File: config.mk
export PLATFORM = sky130hd
export DESIGN_NAME = bus_message_responder
export DESIGN_NICKNAME = d
export VERILOG_FILES = /design/src/hw/msg_resp_pkg.sv /design/src/hw/bus_message_responder.sv
export VERILOG_INCLUDE_DIRS = /design/src /design/src/hw
export SDC_FILE = /design/constraint.sdc
export NUM_CORES = 1
export LEC_CHECK = 0
export ABC_AREA = 1
export BUFFER_PORTS_ARGS = -buffer_cell sky130_fd_sc_hd__buf_2
export CAP_MARGIN = 10
export CORE_MARGIN = 4
export CORE_UTILIZATION = 47
export DETAILED_ROUTE_END_ITERATION = 8
export GPL_ROUTABILITY_DRIVEN = 0
export PLACE_DENSITY = 0.88
export SYNTH_ARGS = -nofsm -noshare
export SYNTH_HDL_FRONTEND = slang
export SYNTH_SLANG_ARGS = --single-unit
File: constraint.sdc
create_clock -name mclk -period 1.5 [get_ports mclk]
set_input_delay 0.075 -clock mclk [delete_from_list [all_inputs] [get_ports mclk]]
set_output_delay 0.075 -clock mclk [all_outputs]
set_load 0.1 [all_outputs]
File: src/hw/msg_resp_cfg.svh
// constants for the bus message responder: offsets, field positions, reset values, codes
// assumes a 32-bit classic wishbone slave, word aligned registers
`ifndef MSG_RESP_CFG_SVH
`define MSG_RESP_CFG_SVH
// How it works
// - take loop address n, forward n plus one
// - clear outside error aborts measurement, clears signatures
// - clear in error state clears error only
// - listener message 0/1 disables/enables auto-addressing when listening, no auto address held
// - async enable lets device originate identify frames
// - end-or-identify ends message when listening, no attention
// - trigger when listening marks next measurement triggered
// - go-to-local when listening keeps lockout
// - identify frame gets own poll bit, passed on
// - listen/talk only when address matches own
// - local lockout disables clear/local key
// - no-operation disables asynchronous service requests
// - not-ready suspends sending until send-data
// - not-remote-enable goes local, clears lockout
// - poll enable stores value; disable when listening, unconfigure always, turn off
// - remote enable enters remote at next listen addressing
// - accessory id request returns value 81
// - serial poll or status request sends status byte
// - unlisten, untalk, interface clear drop states
// - status bits set regardless of mask
// - ignore received service request; send when enabled
// - status byte weights 1,2,4,16,32,64
// - trigger bit needs trigger status enable first

// register byte offsets
`define OFS_MSG      8'h00
`define OFS_STATUS   8'h04
`define OFS_MASK     8'h08
`define OFS_STATE    8'h0C
`define OFS_CTRL     8'h10
`define OFS_EVENT    8'h14
`define OFS_REPLY    8'h18
`define OFS_SWADDR   8'h1C
// message register: code in [4:0], argument in [12:8]
`define MSG_ARG_LSB  8
`define ADDR_W       5
// status byte bit positions
`define SB_DATA      0
`define SB_TRIG      1
`define SB_ERR       2
`define SB_LOCAL     4
`define SB_PWR       5
`define SB_SRQ       6
// ctrl register bits (write one to act)
`define CT_DATA_RDY  0
`define CT_PROBE_SW  1
`define CT_ERROR     2
`define CT_TRIG_EN   3
`define CT_ERR_CLR   4
`define CT_STAT_CLR  5
`define CT_NEED_SVC  6
// reply values
`define ACCESSORY_ID 8'h51
`define RESET_MASK   8'h00
`define WB_BAD_READ  32'h0000_0000
`endif

File: src/hw/msg_resp_pkg.sv
// types shared by the bus message responder
// assumes constants from msg_resp_cfg.svh
package msg_resp_pkg;
    typedef enum logic [4:0] {
        MSG_NULL, MSG_ATN, MSG_DCL, MSG_SDC, MSG_GET, MSG_GTL, MSG_LLO, MSG_NRE,
        MSG_REN, MSG_IFC, MSG_LAD, MSG_TAD, MSG_UNL, MSG_UNT, MSG_AAD, MSG_AAU,
        MSG_DDL, MSG_EAR, MSG_EOI, MSG_IDY, MSG_NOP, MSG_NRD, MSG_SDA, MSG_PPE,
        MSG_PPD, MSG_PPU, MSG_SAI, MSG_SDI, MSG_SPE, MSG_SPD, MSG_SST, MSG_SRQ
    } msg_t;
    typedef struct packed {
        logic       fwdValid;
        logic [4:0] fwdAddr;
        logic       idyValid;
        logic       idyBit;
        logic       statusSend;
        logic       accIdSend;
        logic       devIdSend;
        logic       msgEnd;
    } link_out_t;
    typedef struct packed {
        logic abortMeas;
        logic resetGate;
        logic clearSig;
        logic trigNext;
    } meas_ctl_t;
endpackage

File: src/hw/bus_message_responder.sv
// bus message responder: interface message state machine behind a wishbone slave
// assumes software writes each received message into the message register
`timescale 1ns/1ps
`include "msg_resp_cfg.svh"
module bus_message_responder
    import msg_resp_pkg::*;
(
    input  wire logic        mclk,
    input  wire logic        nrst,
    input  wire logic [7:0]  wb_adr_i,
    input  wire logic [31:0] wb_dat_i,
    input  wire logic [3:0]  wb_sel_i,
    input  wire logic        wb_we_i,
    input  wire logic        wb_cyc_i,
    input  wire logic        wb_stb_i,
    output logic      [31:0] wb_dat_o,
    output logic             wb_ack_o,
    output link_out_t        linkOut,
    output meas_ctl_t        measCtl,
    output logic             srqOut,
    output logic             remoteLed,
    output logic             talkLed,
    output logic             listenLed,
    output logic             frontKeysOff,
    output logic             clearKeyOff,
    output logic             sendHold
);
    logic        access;
    logic        wrEn;
    logic        msgWr;
    msg_t        msgCode;
    logic [4:0]  msgArg;
    logic [4:0]  ownAddr;
    logic [4:0]  swAddr_r;
    logic [4:0]  autoAddr_r;
    logic        autoAddrValid_r;
    logic        autoEn_r;
    logic        listener_r;
    logic        talker_r;
    logic        remote_r;
    logic        renPend_r;
    logic        lockout_r;
    logic        asyncEn_r;
    logic        ppEn_r;
    logic [7:0]  ppCfg_r;
    logic        suspend_r;
    logic        atn_r;
    logic        errState_r;
    logic        trigEn_r;
    logic [7:0]  mask_r;
    logic        dataRdy_r;
    logic        trigOcc_r;
    logic        errOcc_r;
    logic        pwrOn_r;
    logic        probeTrig;
    logic        gateTrig;
    logic        doClear;
    logic [7:0]  statusByte;
    logic        srqFlag;
    logic [7:0]  events_r;
    logic [31:0] rdData;
    logic [31:0] ctrlW;

    assign access  = wb_cyc_i & wb_stb_i & ~wb_ack_o;
    assign wrEn    = access & wb_we_i & wb_sel_i[0];
    assign msgWr   = wrEn & (wb_adr_i == `OFS_MSG);
    assign msgCode = msg_t'(wb_dat_i[4:0]);
    assign msgArg  = wb_dat_i[`MSG_ARG_LSB +: `ADDR_W];
    assign ctrlW   = (wrEn && wb_adr_i == `OFS_CTRL) ? wb_dat_i : 32'h0000_0000;
    assign ownAddr = (autoEn_r && autoAddrValid_r) ? autoAddr_r : swAddr_r;

    // clear from device clear or selected clear while listening
    assign doClear = msgWr && (msgCode == MSG_DCL ||
                               (msgCode == MSG_SDC && listener_r));
    assign gateTrig  = msgWr && msgCode == MSG_GET && listener_r;
    assign probeTrig = ctrlW[`CT_PROBE_SW] | gateTrig;

    // bus ack, one cycle per access
    always_ff @(posedge mclk or negedge nrst) begin
        if (!nrst) begin
            wb_ack_o <= 1'b0;
            wb_dat_o <= 32'h0000_0000;
        end else begin
            wb_ack_o <= access;
            wb_dat_o <= rdData;
        end
    end

    always_comb begin
        unique case (wb_adr_i)
            `OFS_STATUS: rdData = {24'h00_0000, statusByte};
            `OFS_MASK:   rdData = {24'h00_0000, mask_r};
            `OFS_STATE:  rdData = {16'h0000, ppCfg_r, suspend_r, asyncEn_r, ppEn_r,
                                   lockout_r, remote_r, talker_r, listener_r, autoEn_r};
            `OFS_CTRL:   rdData = {29'h0000_0000, trigEn_r, errState_r, atn_r};
            `OFS_EVENT:  rdData = {24'h00_0000, events_r};
            `OFS_REPLY:  rdData = {24'h00_0000, `ACCESSORY_ID};
            `OFS_SWADDR: rdData = {27'h000_0000, ownAddr};
            default:     rdData = `WB_BAD_READ;
        endcase
    end

    // software-set address and service mask
    always_ff @(posedge mclk or negedge nrst) begin
        if (!nrst) begin
            swAddr_r <= 5'h00;
            mask_r   <= `RESET_MASK;
        end else begin
            if (wrEn && wb_adr_i == `OFS_SWADDR)
                swAddr_r <= wb_dat_i[4:0];
            if (wrEn && wb_adr_i == `OFS_MASK)
                mask_r <= wb_dat_i[7:0];
        end
    end

    // auto addressing
    always_ff @(posedge mclk or negedge nrst) begin
        if (!nrst) begin
            autoAddr_r      <= 5'h00;
            autoAddrValid_r <= 1'b0;
            autoEn_r        <= 1'b1;
        end else if (msgWr) begin
            if (msgCode == MSG_AAD) begin
                autoAddr_r      <= msgArg;
                autoAddrValid_r <= 1'b1;
            end else if (msgCode == MSG_AAU) begin
                autoAddrValid_r <= 1'b0;
            end else if (msgCode == MSG_DDL && listener_r && !autoAddrValid_r) begin
                if (msgArg == 5'h00)
                    autoEn_r <= 1'b0;
                else if (msgArg == 5'h01)
                    autoEn_r <= 1'b1;
            end
        end
    end

    // listener and talker
    always_ff @(posedge mclk or negedge nrst) begin
        if (!nrst) begin
            listener_r <= 1'b0;
            talker_r   <= 1'b0;
        end else if (msgWr) begin
            unique case (msgCode)
                MSG_LAD: if (msgArg == ownAddr) listener_r <= 1'b1;
                MSG_TAD: if (msgArg == ownAddr) talker_r <= 1'b1;
                MSG_UNL: listener_r <= 1'b0;
                MSG_UNT: talker_r <= 1'b0;
                MSG_IFC: begin
                    listener_r <= 1'b0;
                    talker_r   <= 1'b0;
                end
                default: ;
            endcase
        end
    end

    // remote, local and lockout
    always_ff @(posedge mclk or negedge nrst) begin
        if (!nrst) begin
            remote_r  <= 1'b0;
            renPend_r <= 1'b0;
            lockout_r <= 1'b0;
        end else if (msgWr) begin
            unique case (msgCode)
                MSG_REN: renPend_r <= 1'b1;
                MSG_LAD: if (renPend_r && msgArg == ownAddr) remote_r <= 1'b1;
                MSG_GTL: if (listener_r) remote_r <= 1'b0;
                MSG_LLO: lockout_r <= 1'b1;
                MSG_NRE: begin
                    remote_r  <= 1'b0;
                    renPend_r <= 1'b0;
                    lockout_r <= 1'b0;
                end
                default: ;
            endcase
        end
    end

    // async requests, parallel poll, send suspension, attention
    always_ff @(posedge mclk or negedge nrst) begin
        if (!nrst) begin
            asyncEn_r <= 1'b0;
            ppEn_r    <= 1'b0;
            ppCfg_r   <= 8'h00;
            suspend_r <= 1'b0;
            atn_r     <= 1'b0;
        end else if (msgWr) begin
            unique case (msgCode)
                MSG_EAR: asyncEn_r <= 1'b1;
                MSG_NOP: asyncEn_r <= 1'b0;
                MSG_PPE: begin
                    ppEn_r  <= 1'b1;
                    ppCfg_r <= {3'h0, msgArg};
                end
                MSG_PPD: if (listener_r) ppEn_r <= 1'b0;
                MSG_PPU: ppEn_r <= 1'b0;
                MSG_NRD: suspend_r <= 1'b1;
                MSG_SDA: suspend_r <= 1'b0;
                MSG_ATN: atn_r <= wb_dat_i[`MSG_ARG_LSB];
                default: ;
            endcase
        end
    end

    // error state and trigger-bit enable
    always_ff @(posedge mclk or negedge nrst) begin
        if (!nrst) begin
            errState_r <= 1'b0;
            trigEn_r   <= 1'b0;
        end else begin
            if (ctrlW[`CT_ERROR])
                errState_r <= 1'b1;
            else if ((doClear && errState_r) || ctrlW[`CT_ERR_CLR])
                errState_r <= 1'b0;
            if (ctrlW[`CT_TRIG_EN])
                trigEn_r <= 1'b1;
        end
    end

    // status condition bits, set wins over clear
    always_ff @(posedge mclk or negedge nrst) begin
        if (!nrst) begin
            dataRdy_r <= 1'b0;
            trigOcc_r <= 1'b0;
            errOcc_r  <= 1'b0;
            pwrOn_r   <= 1'b1;
        end else begin
            if (ctrlW[`CT_DATA_RDY])
                dataRdy_r <= 1'b1;
            else if (ctrlW[`CT_STAT_CLR])
                dataRdy_r <= 1'b0;
            if (probeTrig && trigEn_r)
                trigOcc_r <= 1'b1;
            else if (ctrlW[`CT_STAT_CLR])
                trigOcc_r <= 1'b0;
            if (ctrlW[`CT_ERROR])
                errOcc_r <= 1'b1;
            else if (ctrlW[`CT_STAT_CLR])
                errOcc_r <= 1'b0;
            if (ctrlW[`CT_STAT_CLR])
                pwrOn_r <= 1'b0;
        end
    end

    // status byte layout and service request
    always_comb begin
        statusByte              = 8'h00;
        statusByte[`SB_DATA]    = dataRdy_r;
        statusByte[`SB_TRIG]    = trigOcc_r;
        statusByte[`SB_ERR]     = errOcc_r;
        statusByte[`SB_LOCAL]   = ~remote_r;
        statusByte[`SB_PWR]     = pwrOn_r;
        srqFlag                 = |(statusByte & mask_r);
        statusByte[`SB_SRQ]     = srqFlag;
    end

    // message events seen by software
    always_ff @(posedge mclk or negedge nrst) begin
        if (!nrst)
            events_r <= 8'h00;
        else if (msgWr)
            events_r <= {3'h0, msgCode};
    end

    // registered outputs
    always_ff @(posedge mclk or negedge nrst) begin
        if (!nrst) begin
            linkOut      <= '0;
            measCtl      <= '0;
            srqOut       <= 1'b0;
            remoteLed    <= 1'b0;
            talkLed      <= 1'b0;
            listenLed    <= 1'b0;
            frontKeysOff <= 1'b0;
            clearKeyOff  <= 1'b0;
            sendHold     <= 1'b0;
        end else begin
            linkOut.fwdValid   <= msgWr && msgCode == MSG_AAD;
            linkOut.fwdAddr    <= msgArg + 5'h01;
            linkOut.idyValid   <= (msgWr && msgCode == MSG_IDY) ||
                                  (asyncEn_r && ctrlW[`CT_NEED_SVC]);
            linkOut.idyBit     <= ppEn_r & srqFlag;
            linkOut.statusSend <= msgWr && (msgCode == MSG_SPE ||
                                            msgCode == MSG_SST);
            linkOut.accIdSend  <= msgWr && msgCode == MSG_SAI;
            linkOut.devIdSend  <= msgWr && msgCode == MSG_SDI;
            linkOut.msgEnd     <= msgWr && msgCode == MSG_EOI &&
                                  !atn_r && listener_r;
            measCtl.abortMeas  <= doClear && !errState_r;
            measCtl.resetGate  <= doClear && !errState_r;
            measCtl.clearSig   <= doClear && !errState_r;
            measCtl.trigNext   <= probeTrig;
            srqOut             <= srqFlag;
            remoteLed          <= remote_r;
            talkLed            <= talker_r;
            listenLed          <= listener_r;
            frontKeysOff       <= remote_r;
            clearKeyOff        <= lockout_r;
            sendHold           <= suspend_r;
        end
    end
endmodule

==> results.ini, run 1 <==
[run_status]
run_status=finished, violations left
violations=negative hold slack, negative setup slack

[worst_setup_path]
worst_setup_path_startpoint=autoEn_r
arrival_ns=1.95
path_max_fanout=8
rrSetupSlack_ns=-0.16
startpoint_type=flop
required_ns=1.79
r2r_start=autoEn_r
path_class=flop to flop
critPathCaptureType=flop

[power]
pwr-share-comb=0.135
vdd_ir_drop_max_mv=0.468
powerDensity_mw_per_mm2=934
swShare=0.280
leakagePower_nw=2.48
internal_power_w=0.00327
power_switching_w=0.00128
power.total_w=0.00455
clockPowerShare=0.391
p_seq_frac=0.474

[routing]
via_count=3559
wire_per_inst_um=16.6
post-route-drc-count=0
routed_wirelength_um=10600
drt_iter0_markers=329
via_per_inst=5.57
dr.pass1.iters=8
ant_nets=0

[floorplan]
core_area_mm2=0.00789
num_io_pins=105
rows=32
die_x_um=98.8
start_util=0.491
die_area_mm2=0.00976
die_h_um=98.8

[finish]
multiInputGateArea_mm2=0.00176
diodes=0
ff_latch_area_mm2=0.00198
fillCellCount=603
area_growth_pct=25.7
fin_nets=584
final_util=0.617
drive_gt1_frac=0.315
stdcell_count=639
fin_area_mm2=0.00487

[clock_tree]
h-tree-depth=3
clk_pin_slew_ns=0.08
clockRootBuffer=clkbuf_8
clockBufferDepth=2
tritoncts=done
clkSinkCount=79
cts_made_buffers=9
clk_latency_ns=0.36

[synth]
yosys_warnings=0
synth-seq-area-share=0.511
syn_inst=446
synth_cell_type_count=42
synth_area_mm2=0.00387
avgSynthCellArea_um2=8.69
ys_ff_latch=79

[sta]
grt_setup_unrepaired=yes
setup_viol=7
fin_skew_ns=0.00777
slew_violations=0
finalHoldViolCount=1
worst_slack_ns=-0.158
max_freq_mhz=603
holdWs_ns=-0.00221
period_share=1.11
period_minus_slack_ns=1.66

[placed_design]
portBuffers=63
place.detailed.hpwl_um=7190
place_area_mm2=0.00429
placed_cells=611

[grt]
grt_pass1_wl_um=16300
grt.overflow.total=0
track_usage=0.209
grt_max_degree=39
antenna_found_initial=0
first_global_vias=3410

[job]
max-cap-violations=0

[min_path]
worstHoldStart=wb_dat_i[6]
hp-class=input port to flop

-- final cells by class --
cell class | instances | share of cell area
clock buffers | 13 | 0.0326
clock inverters | 3 | 0.0134
repair buffers | 89 | 0.118
multi-input cells | 302 | 0.361
well taps | 102 | 0.0262
flip-flops and latches | 79 | 0.407
inverters | 51 | 0.0414
-- sequential cells by signal, summed over array words and instances (netlist names), 2 cells and up --
name,flops
autoAddr_r,5
events_r,5
linkOut,12
mask_r,8
measCtl,2
ppCfg_r,5
swAddr_r,5
wb_dat_o,13
-- power by group through the flow --
stage / registers [W] / clock network, W / logic (W)
CTS: 0.00215 / 0.00178 / 0.000594
global route: 0.00216 / 0.00188 / 0.000648
detailed placement: 0.00220 / 0 / 0.000578
floorplan: 0.00230 / 0 / 0.000360
global placement: 0.00220 / 0 / 0.000567
finish: 0.00215 / 0.00178 / 0.000614
-- worst paths after layout --
kind	to	cells past startpoint
setup / recovery	talker_r	8
hold / removal	mask_r[6]	3
min in group asynchronous	autoAddr_r[3]	2
setup reg to reg	talker_r	8
hold reg to reg	sendHold	0
max in group asynchronous	autoEn_r	3
-- per-layer routing --
layer | global-route usage | up-vias | routed length, µm
met5 | 0 | - | 0
met2 | 0.340 | 269 | 5190
met1 | 0.261 | 1664 | 3860
met4 | 0.127 | 0 | 517
met3 | 0.0354 | 62 | 1050
li1 | - | 1564 | -
-- cell usage in the layout (no fill, tap or decap), drive strengths merged, types with 2 or more instances in the layout --
cell and count:
o211ai 2, nand4 6, clkbuf 13, ha 3
nor4 2, nand3 37, nor3 9, a31oi 3
o21ai 36, conb 19, a21oi 9, o2111ai 2
dfstp 2, inv 51, xor2 3, nand2 116
nor2 45, buf 83, bufinv 2, dlygate4sd3 6
o21bai 2, dfrtp 77
-- repair_timing --
action / in CTS / in global routing
endpoints found under the setup margin: 12 / 22
buffers inserted: 1 / 5
pin swaps: 6 / 11
hold buffers: 6 / 0
endpoints found under the hold margin: 81 / 0
gates resized for setup: 18 / 39
-- synth_stat cells, drive strengths merged --
library cell / number / area (µm²)
o22ai: 1 / 6.26
a21boi: 1 / 7.51
o21a: 1 / 7.51
dfstp: 2 / 52.6
nor3: 9 / 55.1
o31a: 1 / 8.76
inv: 51 / 196
o211ai: 2 / 15.0
ha: 3 / 37.5
nand3: 37 / 200
mux2: 1 / 15.0
conb: 1 / 3.75
o31ai: 1 / 7.51
nand3b: 1 / 7.51
nand4: 6 / 43.8
a21oi: 9 / 48.8
nor2: 45 / 240
nor4: 2 / 12.5
o32ai: 1 / 8.76
nand2: 116 / 465
o2111ai: 2 / 17.5
xor2: 3 / 26.3
a31oi: 3 / 18.8
dfrtp: 77 / 1930
buf: 32 / 245
o21ai: 36 / 184
o21bai: 2 / 15.0
-- critical path: stages (launching register included) --
cell     delay, ns
dfstp_2       0.60
nand2_4       0.11
nand2_4       0.08
nand2_1       0.07
nand2_1       0.10
nand4_1       0.20
nor2_4        0.18
nand3_2       0.09
a21oi_2       0.16
-- metrics by stage --
step | TNS [ns] | setup slack (ns)
after global routing | -1.31 | -0.245
after floorplan | -1.38 | -0.164
final | -0.495 | -0.158
after global placement | -0.0113 | -0.0113
after detailed placement | -0.216 | -0.0658
after CTS | -0.0307 | -0.0307
-- cell families after synthesis --
family / count (synthesis) / share of synthesized area
adder cells (fa/ha/maj): 3 / 0.00969
other: 1 / 0.000968
AO/OA/AOI/OAI: 60 / 0.0892
flip-flops: 79 / 0.511
AND/OR/NAND/NOR: 216 / 0.265
buffers and inverters: 83 / 0.114
multiplexers: 1 / 0.00387
XOR/XNOR: 3 / 0.00678
(Power assumes the default switching activity.)
==> run 2, diff against run 1 <==
ABC_AREA = not set   (was 1)
SKIP_CTS_REPAIR_TIMING = 1   (was not set)
==> run 2 against run 1 <==
  * The run ends with negative setup slack left
  * Critical path depth unchanged
  * Synthesized cell count down 23%
  * Clock skew up 0.00089 ns
  * Count of clock-buffer cells in the layout down 4
  * Combinational power up 20%
  * Fmax down 18%
  * Global-route usage up 1.4 points
  * Flip-flop and latch count unchanged
  * Non-clock buffer count up 51
  * Power up 6.6%
  * Cell count down 8.1%
  * Largest cell class is now multi-input gates
  * Highest routed layer unchanged
==> results.ini, run 2 <==
[run_status]
run_status=finished, violations left
violations=negative setup slack

[sta]
grt_setup_unrepaired=yes
max_slew_margin=0.662
holdWs_ns=0.0322  ; +0.0344 ns
worst_slack_ns=-0.525  ; -0.368 ns
setup_viol=57  ; +50
fin_skew_ns=0.00866  ; +0.000895 ns
slew_violations=0  ; unchanged
period_share=1.35  ; +0.245
max_freq_mhz=494  ; -18%
finalHoldViolCount=0  ; -1
setup-tns-final_ns=-14.30  ; -13.81 ns
tightestPinTransition_ns=0.500
period_minus_slack_ns=2.03  ; +0.368 ns

[power]
vdd_ir_drop_max_mv=0.478  ; +2.2%
powerDensity_mw_per_mm2=907  ; -2.9%
leakagePower_nw=2.73  ; +10%

[routing]
via_count=3581  ; +0.62%
drt_iter0_markers=561  ; +71%
dr.pass1.iters=7  ; -1
routed_wirelength_um=12900  ; +22%
ant_nets=0  ; unchanged
post-route-drc-count=0  ; unchanged
via_per_inst=6.10  ; +9.5%
wire_per_inst_um=22.0  ; +32%

[synth]
syn_inst=345  ; -23%
ys_top_cells_by_count=dfrtp_1, nand2_1, mux2_2, buf_4, nor2_1
synth-async-reset-ratio=1.00  ; unchanged
yosys_warnings=0  ; unchanged
synth.most_common_cell=dfrtp_1
synth_area_leaders=dfrtp_1, mux2_2, buf_4
synth-edff-count=0  ; unchanged
synth_area_mm2=0.00382  ; -1.5%
synth_cell_type_count=56  ; +33%
synth-seq-area-share=0.519  ; +0.00771
avgSynthCellArea_um2=11.1  ; +27%
yosys.area.top_type_share=0.505  ; +0.00750
yosys_most_used_dff=dfrtp_1
synth_top_cell_by_area=dfrtp_1
ys_ff_latch=79  ; unchanged

[floorplan]
die_area_mm2=0.00963  ; -1.4%
num_io_pins=105  ; unchanged
die_h_um=98.1  ; -0.68%
core_area_mm2=0.00781  ; -1.0%
start_util=0.489  ; -0.00233
rows=32  ; unchanged
die_x_um=98.1  ; -0.68%

[worst_setup_path]
path_class=flop to flop
path_max_fanout=9  ; +1
cp_top_family=compound AO/OA/AOI/OAI gates
worstPathCellList=buf_4 > a21boi_0 > buf_4 > o21ai_0 > a22oi_2 > buf_4 > nand4_1 > a2bb2oi_2
critical-path-slowest-cell=dfrtp_2
max_stage_delay_ns=0.48  ; -0.12 ns
required_ns=1.81  ; +0.02 ns
critPathCaptureType=flop
arrival_ns=2.33  ; +0.38 ns
cpMostUsedCell=buf_4
startpoint_type=flop
cp_num_buf_inv=3  ; +3
rrSetupSlack_ns=-0.53  ; -0.37 ns

[finish]
final_cell_mix=dfrtp_1, buf_4, buf_2
final_common_cell=dfrtp_1
ff_latch_area_mm2=0.00198  ; about the same
multiInputGateArea_mm2=0.00199  ; +13%
diodes=0  ; unchanged
max_flop_register=wb_dat_o
fin_nets=532  ; -8.9%
drive_gt1_frac=0.480  ; +0.166
fillCellCount=513  ; -15%
area_growth_pct=40.0
largest_register_ffs=13  ; unchanged
reg_top3=wb_dat_o (13), linkOut (12), mask_r (8)

[clock_tree]
clk_pin_slew_ns=0.09  ; about the same
clockRootBuffer=clkbuf_8
tritoncts=done
h-tree-depth=3  ; unchanged
clk_latency_ns=0.37  ; about the same
clkSinkCount=79  ; unchanged
cts_made_buffers=9  ; unchanged
clockBufferDepth=2  ; unchanged

[grt]
grt_pass1_wl_um=16800  ; +3.5%
grt.overflow.total=0  ; unchanged
grt_max_degree=58  ; +49%
first_global_vias=3262  ; -4.3%
track_usage=0.224  ; +0.0144
antenna_found_initial=0  ; unchanged

[job]
max-cap-violations=0  ; unchanged

[placed_design]
portBuffers=63  ; unchanged
place.detailed.hpwl_um=7980  ; +11%

[min_path]
hp-class=input port to flop

==> run 2: changes by cell type in the layout (fill, tap and decap cells not counted), sizes merged, moves of 28 or more <==
cell,delta
nand2,-82
buf,+53
inv,-41
nor2,-30
mux2,+29
nand3,-28
==> run 2: worst paths after layout <==
check,from,to,depth (start not counted)
setup / recovery,autoAddrValid_r,listener_r,8
hold / removal,wb_adr_i[0],wb_dat_o[1],3
setup reg to reg,autoAddrValid_r,listener_r,8
hold reg to reg,lockout_r,clearKeyOff,0
max in group asynchronous,nrst,pwrOn_r,3
min in group asynchronous,nrst,linkOut[8],2
==> run 2: stage by stage <==
step | cells | total power (W) | instance area [µm²] | utilization | setup slack (ns)
3_3_place_gp | 558 | 0.00285 | 4670 | 0.599 | -0.434
5_1_grt | 587 | 0.00498 | 5340 | 0.684 | -0.611
6_report | 587 | 0.00485 | 5340 | 0.684 | -0.525
3_5_place_dp | 558 | 0.00287 | 4670 | 0.599 | -0.536
4_1_cts | 574 | 0.00476 | 4920 | 0.630 | -0.546
2_1_floorplan | 363 | 0.00267 | 3970 | - | -0.658
==> run 2: per-layer routing <==
metal	vias to the layer above	global-route usage	routed length, µm
met2	331	0.350	5930
met4	0	0.0969	895
met3	86	0.0750	1360
met1	1693	0.284	4720
met5	-	0	0
li1	1471	-	-
==> run 2: area by class of cell <==
cell class | instances | share of cell area
well taps | 102 | 0.0239
clock buffers | 9 | 0.0232
flip-flops and latches | 79 | 0.372
repair buffers | 140 | 0.179
multi-input cells | 240 | 0.372
inverters | 10 | 0.00750
clock inverters | 7 | 0.0227
==> run 2: cells by family (layout without fill, tap and decap cells) <==
kind of cell             count (synthesis)  count (layout)  synth area share
AND/OR/NAND/NOR                        118             118             0.180
flip-flops                              79              79             0.519
AO/OA/AOI/OAI                           62              62             0.109
buffers and inverters                   44             166            0.0692
multiplexers                            33              33             0.101
XOR/XNOR                                 5               5            0.0115
adder cells (fa/ha/maj)                  3               3           0.00984
other                                    1              19          0.000983
==> run 2: worst register-to-register path, cell delays in order, from the launching register on <==
cell and delay [ns]:
dfrtp_2 0.48, buf_4 0.18, a21boi_0 0.31, buf_4 0.18, o21ai_0 0.11, a22oi_2 0.21, buf_4 0.17, nand4_1 0.15
a2bb2oi_2 0.17
==> run 2: report_power, final <==
group | internal [W] | switching [W]
Sequential | 0.00215 | 0.00000796
Combinational | 0.000163 | 0.000575
Clock | 0.00111 | 0.000844
Total | 0.00342 | 0.00143
